==> config.mk <==
export PLATFORM = sky130hd
export DESIGN_NAME = tfic_timer_flags
export DESIGN_NICKNAME = d
export VERILOG_FILES = /design/src/logic/tfic_pkg.sv /design/src/logic/tfic_timer_flags.sv
export SDC_FILE = /design/constraint.sdc
export NUM_CORES = 1
export LEC_CHECK = 0
export BUFFER_PORTS_ARGS = -buffer_cell sky130_fd_sc_hd__buf_2
export CAP_MARGIN = 5
export CORE_MARGIN = 3
export CORE_UTILIZATION = 30
export CTS_CLUSTER_DIAMETER = 200
export DETAILED_ROUTE_END_ITERATION = 16
export GPL_TIMING_DRIVEN = 0
export MAX_ROUTING_LAYER = met4
export PLACE_DENSITY_LB_ADDON = 0.3
export SYNTH_ARGS = -nofsm -noshare
export SYNTH_HDL_FRONTEND = slang
export SYNTH_SLANG_ARGS = --single-unit
==> constraint.sdc <==
create_clock -name CORE_CLK -period 3.85 [get_ports CORE_CLK]
set_clock_uncertainty 0.15 [all_clocks]
set_input_delay 0.385 -clock CORE_CLK [delete_from_list [all_inputs] [get_ports CORE_CLK]]
set_output_delay 0.385 -clock CORE_CLK [all_outputs]
set_load 0.01 [all_outputs]
==> src/logic/tfic_pkg.sv <==
/*
  Constants and types for the timer flag and input capture block.
  Assumes a byte-wide register map reached one register per 32-bit word.
*/
`default_nettype none
package tfic_pkg;
  // ==========================================================
  // Register indices, byte address is four times the index
  localparam logic [5:0] IDX_CTRL    = 6'h12;
  localparam logic [5:0] IDX_FLAGS   = 6'h13;
  localparam logic [5:0] IDX_CAP1_HI = 6'h14;
  localparam logic [5:0] IDX_CAP1_LO = 6'h15;
  localparam logic [5:0] IDX_CMP1_HI = 6'h16;
  localparam logic [5:0] IDX_CMP1_LO = 6'h17;
  localparam logic [5:0] IDX_CNT_HI  = 6'h18;
  localparam logic [5:0] IDX_CNT_LO  = 6'h19;
  localparam logic [5:0] IDX_ALT_HI  = 6'h1A;
  localparam logic [5:0] IDX_ALT_LO  = 6'h1B;
  localparam logic [5:0] IDX_CAP2_HI = 6'h1C;
  localparam logic [5:0] IDX_CAP2_LO = 6'h1D;
  localparam logic [5:0] IDX_CMP2_HI = 6'h1E;
  localparam logic [5:0] IDX_CMP2_LO = 6'h1F;

  // ==========================================================
  // Flag vector positions, vector sits at register bits 7..3
  localparam int FLG_CAP1 = 4;
  localparam int FLG_CMP1 = 3;
  localparam int FLG_OVF  = 2;
  localparam int FLG_CAP2 = 1;
  localparam int FLG_CMP2 = 0;
  localparam int FLG_NUM  = 5;

  // Control register bit positions
  localparam int CTL_CAP_IE = 7;
  localparam int CTL_CMP_IE = 6;
  localparam int CTL_OVF_IE = 5;
  localparam int CTL_EDGE1  = 1;

  // ==========================================================
  // Counter values and prescaler
  localparam logic [15:0] CNT_RESET = 16'hFFFC;
  localparam logic [15:0] CNT_MAX   = 16'hFFFF;
  localparam logic [1:0]  PRE_LAST  = 2'h3;

  // ==========================================================
  typedef logic [15:0] tfic_word_t;

  typedef struct packed {
    logic cap_irq_en;
    logic cmp_irq_en;
    logic ovf_irq_en;
    logic edge_sel;
  } tfic_ctrl_t;
endpackage
`default_nettype wire

==> src/logic/tfic_timer_flags.sv <==
/*
  Timer event flags, two input captures and the free-running counter,
  with an AHB-Lite register slave.
  Assumes capture pins and compare values are synchronous to CORE_CLK.
*/
// What this block does
// - Flags at bits 7..3 in fixed order
// - Flag clears: flag read (any access for overflow), then data low read
// - Chosen capture_in1 edge sets capture1_flag
// - Flags read then capture1 low clears
// - Compare1 match sets compare1_flag
// - Flags read then compare1 low clears
// - Counter wrap sets overflow_flag
// - Flags access then counter low clears overflow
// - Flag read or write arms overflow clear
// - Falling capture_in2 edge sets capture2_flag
// - Flags read then capture2 low clears
// - Compare2 match sets compare2_flag
// - Flags read then compare2 low clears
// - One enable gates both capture interrupts
// - capture1_value read-only, latches counter
// - capture2_value read-only, latches on falls
// - Captured value is prior count plus one
// - Capture resolution is four bus clocks
// - Every unlocked valid edge loads, flag regardless
// - High byte read blocks until low read
// - Low byte read never blocks transfer
// - Reset leaves capture registers unchanged
// - Edge select: one rising, zero falling
// - Counter advances every four bus clocks
// - Interrupt from any enabled set flag
// - Alternate counter read never clears overflow
`timescale 1ns/1ps
`default_nettype none
module tfic_timer_flags (
  input  wire logic              CORE_CLK,
  input  wire logic              RST,
  input  wire logic              HSEL,
  input  wire logic [31:0]       HADDR,
  input  wire logic [1:0]        HTRANS,
  input  wire logic              HWRITE,
  input  wire logic [2:0]        HSIZE,
  input  wire logic [31:0]       HWDATA,
  input  wire logic              HREADY,
  output logic      [31:0]       HRDATA,
  output logic                   HREADYOUT,
  output logic                   HRESP,
  input  wire logic              CAPTURE_IN1,
  input  wire logic              CAPTURE_IN2,
  input  wire tfic_pkg::tfic_word_t COMPARE1_VALUE,
  input  wire tfic_pkg::tfic_word_t COMPARE2_VALUE,
  output tfic_pkg::tfic_word_t   COUNTER_VALUE,
  output logic                   TIMER_IRQ
);
  import tfic_pkg::*;

  function automatic logic hit(input logic [5:0] i, input logic [5:0] r);
    hit = (i == r);
  endfunction

  // ==========================================================
  // Bus address phase decode
  logic        acc;
  logic        rd_acc;
  logic        in_map;
  logic [5:0]  a_idx;
  logic        rd_flags;
  logic        touch_flags;
  logic        rd_cap1_hi;
  logic        rd_cap1_lo;
  logic        rd_cap2_hi;
  logic        rd_cap2_lo;
  logic        rd_cmp1_lo;
  logic        rd_cmp2_lo;
  logic        rd_cnt_lo;
  logic        rd_alt_lo;

  assign acc         = HSEL & HTRANS[1] & HREADY;
  assign in_map      = (HADDR[31:8] == 24'h000000) && (HADDR[1:0] == 2'h0);
  assign a_idx       = HADDR[7:2];
  assign rd_acc      = acc & ~HWRITE;
  assign rd_flags    = rd_acc & in_map & hit(a_idx, IDX_FLAGS);
  assign touch_flags = acc & in_map & hit(a_idx, IDX_FLAGS);
  assign rd_cap1_hi  = rd_acc & in_map & hit(a_idx, IDX_CAP1_HI);
  assign rd_cap1_lo  = rd_acc & in_map & hit(a_idx, IDX_CAP1_LO);
  assign rd_cap2_hi  = rd_acc & in_map & hit(a_idx, IDX_CAP2_HI);
  assign rd_cap2_lo  = rd_acc & in_map & hit(a_idx, IDX_CAP2_LO);
  assign rd_cmp1_lo  = rd_acc & in_map & hit(a_idx, IDX_CMP1_LO);
  assign rd_cmp2_lo  = rd_acc & in_map & hit(a_idx, IDX_CMP2_LO);
  assign rd_cnt_lo   = rd_acc & in_map & hit(a_idx, IDX_CNT_LO);
  assign rd_alt_lo   = rd_acc & in_map & hit(a_idx, IDX_ALT_LO);

  // ==========================================================
  // Bus data phase
  logic        wr_q;
  logic [5:0]  widx_q;
  logic [31:0] rdata_q;
  logic [7:0]  rd_byte;
  logic        wr_ctrl;
  logic        wr_cnt;

  always_ff @(posedge CORE_CLK) begin
    if (RST) begin
      wr_q   <= 1'b0;
      widx_q <= 6'h00;
    end else begin
      wr_q   <= acc & HWRITE & in_map;
      widx_q <= a_idx;
    end
  end

  always_ff @(posedge CORE_CLK) begin
    if (RST) begin
      rdata_q <= 32'h00000000;
    end else begin
      rdata_q <= rd_acc ? {24'h000000, rd_byte} : 32'h00000000;
    end
  end

  // Writes to the flag register have no direct effect
  assign wr_ctrl   = wr_q & hit(widx_q, IDX_CTRL);
  assign wr_cnt    = wr_q & (hit(widx_q, IDX_CNT_LO) | hit(widx_q, IDX_ALT_LO));
  assign HRDATA    = rdata_q;
  assign HREADYOUT = 1'b1;
  assign HRESP     = 1'b0;

  // ==========================================================
  // Control register
  tfic_ctrl_t ctrl_q;

  always_ff @(posedge CORE_CLK) begin
    if (RST) begin
      ctrl_q <= '0;
    end else if (wr_ctrl) begin
      ctrl_q.cap_irq_en <= HWDATA[CTL_CAP_IE];
      ctrl_q.cmp_irq_en <= HWDATA[CTL_CMP_IE];
      ctrl_q.ovf_irq_en <= HWDATA[CTL_OVF_IE];
      ctrl_q.edge_sel   <= HWDATA[CTL_EDGE1];
    end
  end

  // ==========================================================
  // Prescaler and free-running counter
  logic [1:0]  pre_q;
  tfic_word_t  cnt_q;
  tfic_word_t  cnt_next;
  logic        tick;

  assign tick     = (pre_q == PRE_LAST);
  assign cnt_next = cnt_q + 16'h0001;

  // Counter low write restarts counter and prescaler
  always_ff @(posedge CORE_CLK) begin
    if (RST || wr_cnt) begin
      pre_q <= 2'h0;
      cnt_q <= CNT_RESET;
    end else begin
      pre_q <= pre_q + 2'h1;
      if (tick) begin
        cnt_q <= cnt_next;
      end
    end
  end

  assign COUNTER_VALUE = cnt_q;

  // ==========================================================
  // Event sources
  logic cmp1_set;
  logic cmp2_set;
  logic ovf_set;

  // A counter restart is not a count step, so it neither matches nor wraps
  assign cmp1_set = tick & ~wr_cnt & (cnt_next == COMPARE1_VALUE);
  assign cmp2_set = tick & ~wr_cnt & (cnt_next == COMPARE2_VALUE);
  assign ovf_set  = tick & ~wr_cnt & (cnt_q == CNT_MAX);

  // ==========================================================
  // Input capture channels
  logic [1:0]  pin_w;
  logic [1:0]  pin_q;
  logic        pin_ok_q;
  logic [1:0]  rise;
  logic [1:0]  fall;
  logic [1:0]  cap_evt;
  logic [1:0]  hi_rd;
  logic [1:0]  lo_rd;
  logic [1:0]  lock_q;
  logic [1:0]  load;
  tfic_word_t  cap_q [2];

  assign pin_w = {CAPTURE_IN2, CAPTURE_IN1};
  assign hi_rd = {rd_cap2_hi, rd_cap1_hi};
  assign lo_rd = {rd_cap2_lo, rd_cap1_lo};
  assign rise  = pin_w & ~pin_q & {2{pin_ok_q}};
  assign fall  = ~pin_w & pin_q & {2{pin_ok_q}};

  assign cap_evt[0] = ctrl_q.edge_sel ? rise[0] : fall[0];
  assign cap_evt[1] = fall[1];

  always_ff @(posedge CORE_CLK) begin
    if (RST) begin
      pin_q    <= 2'h3;
      pin_ok_q <= 1'b0;
    end else begin
      pin_q    <= pin_w;
      pin_ok_q <= 1'b1;
    end
  end

  for (genvar g = 0; g < 2; g++) begin : g_cap
    // A low read in the transfer cycle still lets it through
    assign load[g] = cap_evt[g] & (~lock_q[g] | lo_rd[g]);

    always_ff @(posedge CORE_CLK) begin
      if (RST) begin
        lock_q[g] <= 1'b0;
      end else if (lo_rd[g]) begin
        lock_q[g] <= 1'b0;
      end else if (hi_rd[g]) begin
        lock_q[g] <= 1'b1;
      end
    end

    // No reset on the captured value
    always_ff @(posedge CORE_CLK) begin
      if (load[g]) begin
        cap_q[g] <= cnt_next;
      end
    end
  end

  // ==========================================================
  // Event flags with two-step clear
  logic [FLG_NUM-1:0] flags_q;
  logic [FLG_NUM-1:0] arm_q;
  logic [FLG_NUM-1:0] set_v;
  logic [FLG_NUM-1:0] arm_src;
  logic [FLG_NUM-1:0] fin_rd;

  assign set_v = {cap_evt[0], cmp1_set, ovf_set, cap_evt[1], cmp2_set};

  // Overflow arms on any flag access, the others on a read
  assign arm_src = {rd_flags, rd_flags, touch_flags, rd_flags, rd_flags};

  // Alternate counter low is absent here on purpose
  assign fin_rd = {rd_cap1_lo, rd_cmp1_lo, rd_cnt_lo, rd_cap2_lo, rd_cmp2_lo};

  for (genvar f = 0; f < FLG_NUM; f++) begin : g_flag
    always_ff @(posedge CORE_CLK) begin
      if (RST) begin
        arm_q[f] <= 1'b0;
      end else if (arm_src[f] & flags_q[f]) begin
        arm_q[f] <= 1'b1;
      end else if (fin_rd[f]) begin
        arm_q[f] <= 1'b0;
      end
    end

    // A new event wins over a clear in the same cycle
    always_ff @(posedge CORE_CLK) begin
      if (RST) begin
        flags_q[f] <= 1'b0;
      end else if (set_v[f]) begin
        flags_q[f] <= 1'b1;
      end else if (arm_q[f] & fin_rd[f]) begin
        flags_q[f] <= 1'b0;
      end
    end
  end

  // ==========================================================
  // Interrupt request
  logic cap_any;
  logic cmp_any;

  assign cap_any   = flags_q[FLG_CAP1] | flags_q[FLG_CAP2];
  assign cmp_any   = flags_q[FLG_CMP1] | flags_q[FLG_CMP2];
  assign TIMER_IRQ = (ctrl_q.cap_irq_en & cap_any) |
                     (ctrl_q.cmp_irq_en & cmp_any) |
                     (ctrl_q.ovf_irq_en & flags_q[FLG_OVF]);

  // ==========================================================
  // Read selection
  always_comb begin
    rd_byte = 8'h00;
    if (in_map) begin
      case (a_idx)
        IDX_CTRL:    rd_byte = {ctrl_q.cap_irq_en, ctrl_q.cmp_irq_en,
                                ctrl_q.ovf_irq_en, 3'h0, ctrl_q.edge_sel, 1'h0};
        IDX_FLAGS:   rd_byte = {flags_q, 3'h0};
        IDX_CAP1_HI: rd_byte = cap_q[0][15:8];
        IDX_CAP1_LO: rd_byte = cap_q[0][7:0];
        IDX_CMP1_HI: rd_byte = COMPARE1_VALUE[15:8];
        IDX_CMP1_LO: rd_byte = COMPARE1_VALUE[7:0];
        IDX_CNT_HI:  rd_byte = cnt_q[15:8];
        IDX_CNT_LO:  rd_byte = cnt_q[7:0];
        IDX_ALT_HI:  rd_byte = cnt_q[15:8];
        IDX_ALT_LO:  rd_byte = cnt_q[7:0];
        IDX_CAP2_HI: rd_byte = cap_q[1][15:8];
        IDX_CAP2_LO: rd_byte = cap_q[1][7:0];
        IDX_CMP2_HI: rd_byte = COMPARE2_VALUE[15:8];
        IDX_CMP2_LO: rd_byte = COMPARE2_VALUE[7:0];
        default:     rd_byte = 8'h00;
      endcase
    end
  end
endmodule
`default_nettype wire

# ---- Word level (Yosys, flattened, before mapping)
# Memories as Yosys holds them, arrays and structs flattened.
# Cells that the tools add are included.
dict set report word_totals {
  ff_bits 76
  mem_bits_rw 32
  input_bits 108
  output_inout_bits 51
  mem_count 1
}
# memory depth width rd rd_ports_with_merged_regs write_ports line
set mem_list {}
lappend mem_list {cap_q 2 16 2 0 2 tfic_timer_flags.sv:190} ;# tfic_word_t cap_q [2];
dict set report classes {
  n_addsub 2
  eq_ne 21
  mux 27
  bitwise 56
  reduce_logical 19
}
# op n
set ops {}
lappend ops {{equality test 6 x 5 -> 1 bit, second input constant} 17}
lappend ops {{one-hot mux 8 bit (12 select lines)} 1}
lappend ops {{AND 1 bit} 39}
lappend ops {{equality test 16 bit} 2}
lappend ops {{two-way mux 1 bit} 26}
lappend ops {{zero test 24 bit} 1}
lappend ops {{nonzero test 2 bit} 10}
lappend ops {{adder 16 x 1 -> 16 bit, second input constant} 1}
lappend ops {{equality test 16 bit, second input constant} 1}
lappend ops {{OR reduction 2 bit} 4}
lappend ops {{NOT 1 bit} 7}
lappend ops {{OR 1 bit} 7}
lappend ops {{AND 2 bit} 2}
lappend ops {{OR reduction 3 bit} 1}
lappend ops {{adder 2 x 1 -> 2 bit, second input constant} 1}
lappend ops {{equality test 2 bit, second input constant} 1}
lappend ops {{zero test 2 bit} 1}
lappend ops {{NOT 2 bit} 1}
lappend ops {{logical AND 1 bit} 1}
lappend ops {{logical OR 1 bit} 1}

# ---- Depth between registers and ports, before layout
dict set report depth {
  word_depth 9
  ltp_mapped 10
  mapped_depth_nobuf 7
}

# ---- Worst setup path after synthesis
# No wires, ideal clock.
dict set report synth_timing {
  kind {input-to-reg}
  from {input port HADDR[15]}
  to {memory cap_q[0][16] (netlist name), enable pin}
  setup_ps 394
  t_arrival_ps 2344
  t_required_ps 3306
  path_slack_ps 962
  stages 6
  path_buffers 1
  cell_sequence {nor4_1 -> nand4_1 -> nor4_1 -> clkbuf_1 -> nand2_1 -> a21oi_1}
}
# element line
set synth_rtl {}
lappend synth_rtl {{start, declared} tfic_timer_flags.sv:39} ;# input wire logic [31:0] HADDR,
lappend synth_rtl {{end, declared} tfic_timer_flags.sv:190}

# ---- Worst setup path in the final report
dict set report layout_timing {
  from {register cnt_q[1] (netlist: COUNTER_VALUE[1])}
  to {register flags_q[0]}
}
dict set report layout_between {
  elab_chain_cells 4
  word_cells_on_any_way 5
  classes_between {1 x add/sub; 1 x eq/ne; 1 x mux; 1 x bitwise; 1 x reduce/logical}
}
# element line
set layout_rtl {}
lappend layout_rtl {{start, declared} tfic_timer_flags.sv:145} ;# tfic_word_t cnt_q;
lappend layout_rtl {{start signal, assigned} tfic_timer_flags.sv:160} ;# cnt_q <= cnt_next;
lappend layout_rtl {{adder 16 x 1 -> 16 bit *} tfic_timer_flags.sv:150} ;# assign cnt_next = cnt_q + 16'h0001;
lappend layout_rtl {{equality test 16 bit *} tfic_timer_flags.sv:175} ;# assign cmp2_set = tick & ~wr_cnt & (cnt_next == COMPARE2_VALUE);
lappend layout_rtl {{AND 1 bit *} tfic_timer_flags.sv:175}
lappend layout_rtl {{two-way mux 1 bit / nonzero test 2 bit (equally long branches)} n/a}
lappend layout_rtl {{end signal, assigned by index} tfic_timer_flags.sv:263} ;# flags_q[f] <= 1'b0;
lappend layout_rtl {{end signal, assigned by index} tfic_timer_flags.sv:265} ;# flags_q[f] <= 1'b1;
lappend layout_rtl {{end signal, assigned by index} tfic_timer_flags.sv:267} ;# flags_q[f] <= 1'b0;
lappend layout_rtl {{end, declared} tfic_timer_flags.sv:235} ;# logic [FLG_NUM-1:0] flags_q;
# Every way passes the cells marked *; elsewhere a longest branch is shown, timed or not.
# A chain may end at the register's enable or synchronous reset.

==> run metrics <==
CTS tree=built; status=complete, no violations; Post-synth top cells=dfxtp_1 (52), nand2_1 (42), nor2_1 (40), edfxtp_1 (32), xor2_1 (32); DR vias/cell=5.076; clock sinks=84; Yosys top cell area share=0.2184; number of synthesized flops with an enable pin=32; drt wl/cell=17.58 um; Lkg Pwr=2.258 nW; initial cell density of the core=0.3101; # setup viols final=0; Root Buffer=clkbuf_16; Hold Crit Start=CAPTURE_IN2; Post-DRT Antenna Nets=0; sequential-to-total area share from yosys stat=0.4199; # DRC=0; PostCTS Resize Cnt=0; Fin Setup TNS=0 ns; GRT Total Usage=0.1791; # hold bufs at CTS=0; Worst setup startpoint=COUNTER_VALUE[1]; via count=4365; initial antenna violation count=0; worst flop-to-flop path endpoint=flags_q[0]; routed wire length=around 15000 um; vias in the first global route=4336; share of cells above drive strength 1=0.2542; Die X=132.1 um; FFs w/ async S/R, synth=0; # Post-CTS Setup Buffers=0; Netlist cell types=58; largest net degree at the start of global routing=16; WL met2=7029 um; most frequent cell after synthesis=dfxtp_1; Worst R2R Path Depth=8; DR top layer=met4; Mapped Area=4767 um^2; CP Class=reg -> reg; final hold violation count=0; MaxCap Viol Count=0; top_reg_cell synth=dfxtp_1; Final Cycle Share=0.8452; R2R Setup Slk=a little under 0.6 ns; Seq cells post-synth=84; DP HPWL=12100 um; Die ar.=~17000 um^2; Antenna diodes=0; Max Fanout on Critical Path=8; deepest clock path buffer count=2; Final Util=0.3861; Synth-to-Final Area Change=24.49%; area leader, netlist=dfxtp_1; Site Rows=45; Worst-Margin Slew=around 1.2 ns; Synth Instances=509; worst r2r src=COUNTER_VALUE[1]; fmax=307.3 MHz; routability congestion estimate=0.9461; DP Area=5649 um^2; DIE HEIGHT=132.1 um; CTS buffer count=9; Core Area=15370 um^2; hold slack=0.1078 ns; Worst EP arrival=3.36 ns; PD cells=about 330 nW/um^2; synth top area cells=dfxtp_1 (22%), edfxtp_1 (20%), xor2_1 (5.9%), buf_4 (4.4%), xnor2_1 (4.0%); Yosys warnings=0; met3 wire length=1000 um; Crit. End Element=flip-flop; met1 wire length=~6600 um; Worst-path clk slew=roughly 0.060 ns; Congestion Overflow GR=0; drt first pass iters=6; Avg Cell Area, Syn=9.366 um^2; port bufs=98; worst path required time=3.95 ns; Slew Limit Fails=0; first-pass GRT wire length=about 24000 um; NumNets Final=between 700 and 800; H-tree Lvls=3; crit path capture=flags_q[0]; Critical Path Start Type=flip-flop; Initial DRC Count=357; Worst Hold Class=in -> reg; RSZ-0062 raised after global routing=false; minimum clock period=3.254 ns; peak supply drop=170.5 uV; clk_lat worst skew=0.34 ns; # IOs=159; Total Power=slightly below 2 mW; Worst slew margin=0.2200; final instance area=5934 um^2
metrics by stage:
stage | std cells | setup WS [ns]
4_1_cts | 860 | 0.5928
5_1_grt | 860 | 0.3664
3_3_place_gp | 842 | -0.1618
3_5_place_dp | 844 | 0.6015
6_report | 860 | 0.5961
2_1_floorplan | 533 | 0.9618
worst max-delay path: stages, from the launching register on:
cell and delay, ns:
dfxtp_1 0.51, ha_1 0.21, buf_4 0.15, nand3_1 0.24
nor3_1 0.65, mux2i_1 0.31, nand4b_1 0.13, or4_1 0.57
o31ai_1 0.26
worst min-delay path by stage:
| stage | end | slack, ns | cells after the start |
|---|---|---|---|
| 2_1_floorplan | pre_q[0] | 0.25 | 1 |
| 3_3_place_gp | pre_q[0] | 0.26 | 1 |
| 3_5_place_dp | pre_q[0] | 0.27 | 1 |
| 4_1_cts | pin_q[1] | 0.1 | 2 |
| 5_1_grt | pin_q[1] | 0.11 | 2 |
| 6_report | pin_q[1] | 0.11 | 2 |
placed cells by master, fill, tap and decap left out, types with 3 or more instances in the layout:
cell,Yosys,layout
nor4_1,14,14
buf_4,28,28
nand2b_1,9,9
o21ai_0,17,17
nand4_1,12,12
nor2_1,40,40
dfxtp_1,52,52
clkbuf_1,15,18
buf_1,6,6
mux2_2,6,6
inv_1,11,11
or3_1,3,3
a31oi_1,8,8
mux4_2,4,4
nand3b_1,3,3
xnor2_1,22,22
nor3_1,6,6
a21oi_1,18,16
clkbuf_16,0,10
buf_2,4,102
or4_1,5,5
nand3_1,26,26
nand2_1,42,42
a222oi_1,3,3
a221oi_1,7,7
edfxtp_1,32,32
o22ai_1,4,4
mux2i_1,16,16
and3_1,5,5
a22oi_1,15,15
conb_1,2,26
nor2b_1,9,9
xor2_1,32,32
flip-flops by register name (all words and copies together) (netlist names):
| name | cells |
|---|---|
| flags_q | 5 |
| HRDATA | 8 |
| widx_q | 6 |
| cap_q | 32 |
| COUNTER_VALUE | 16 |
| ctrl_q | 4 |
| pin_ok_q | 1 |
| arm_q | 5 |
| pre_q | 2 |
| lock_q | 2 |
| pin_q | 2 |
| wr_q | 1 |
where the power goes:
part / switching [mW] / total [mW] / internal, mW
sequential: 0.00575 / 0.937 / 0.931
combinational: 0.123 / 0.222 / 0.0987
clock: 0.336 / 0.829 / 0.493
cell families after synthesis:
group | after synthesis | synth area share
and+or+nand+nor | 188 | 0.2060
AOI/OAI and AO/OA | 87 | 0.1231
DFF | 84 | 0.4199
buffers and inverters | 66 | 0.07821
xor gates and xnor gates | 54 | 0.09921
muxes | 26 | 0.06667
adders and majority gates | 2 | 0.005249
other | 2 | 0.001575
cell type report:
cell class                 instances  area, um^2
fill                            1570        9437
multi-input combinational        383        2490
sequential                        84        2002
timing repair buffer             100       520.5
buffer                            55       331.6
clock buffer                      14       275.3
tap                              211       264.0
inverter                          11       41.29
clock inverter                     2       10.01
routing by layer:
metal,track usage,vias to the layer above
met2,0.2811,194
met5,-,-
li1,-,2070
met1,0.2234,2075
met4,0.06593,0
met3,0.04504,26
Power figures use the tool's default switching activity.
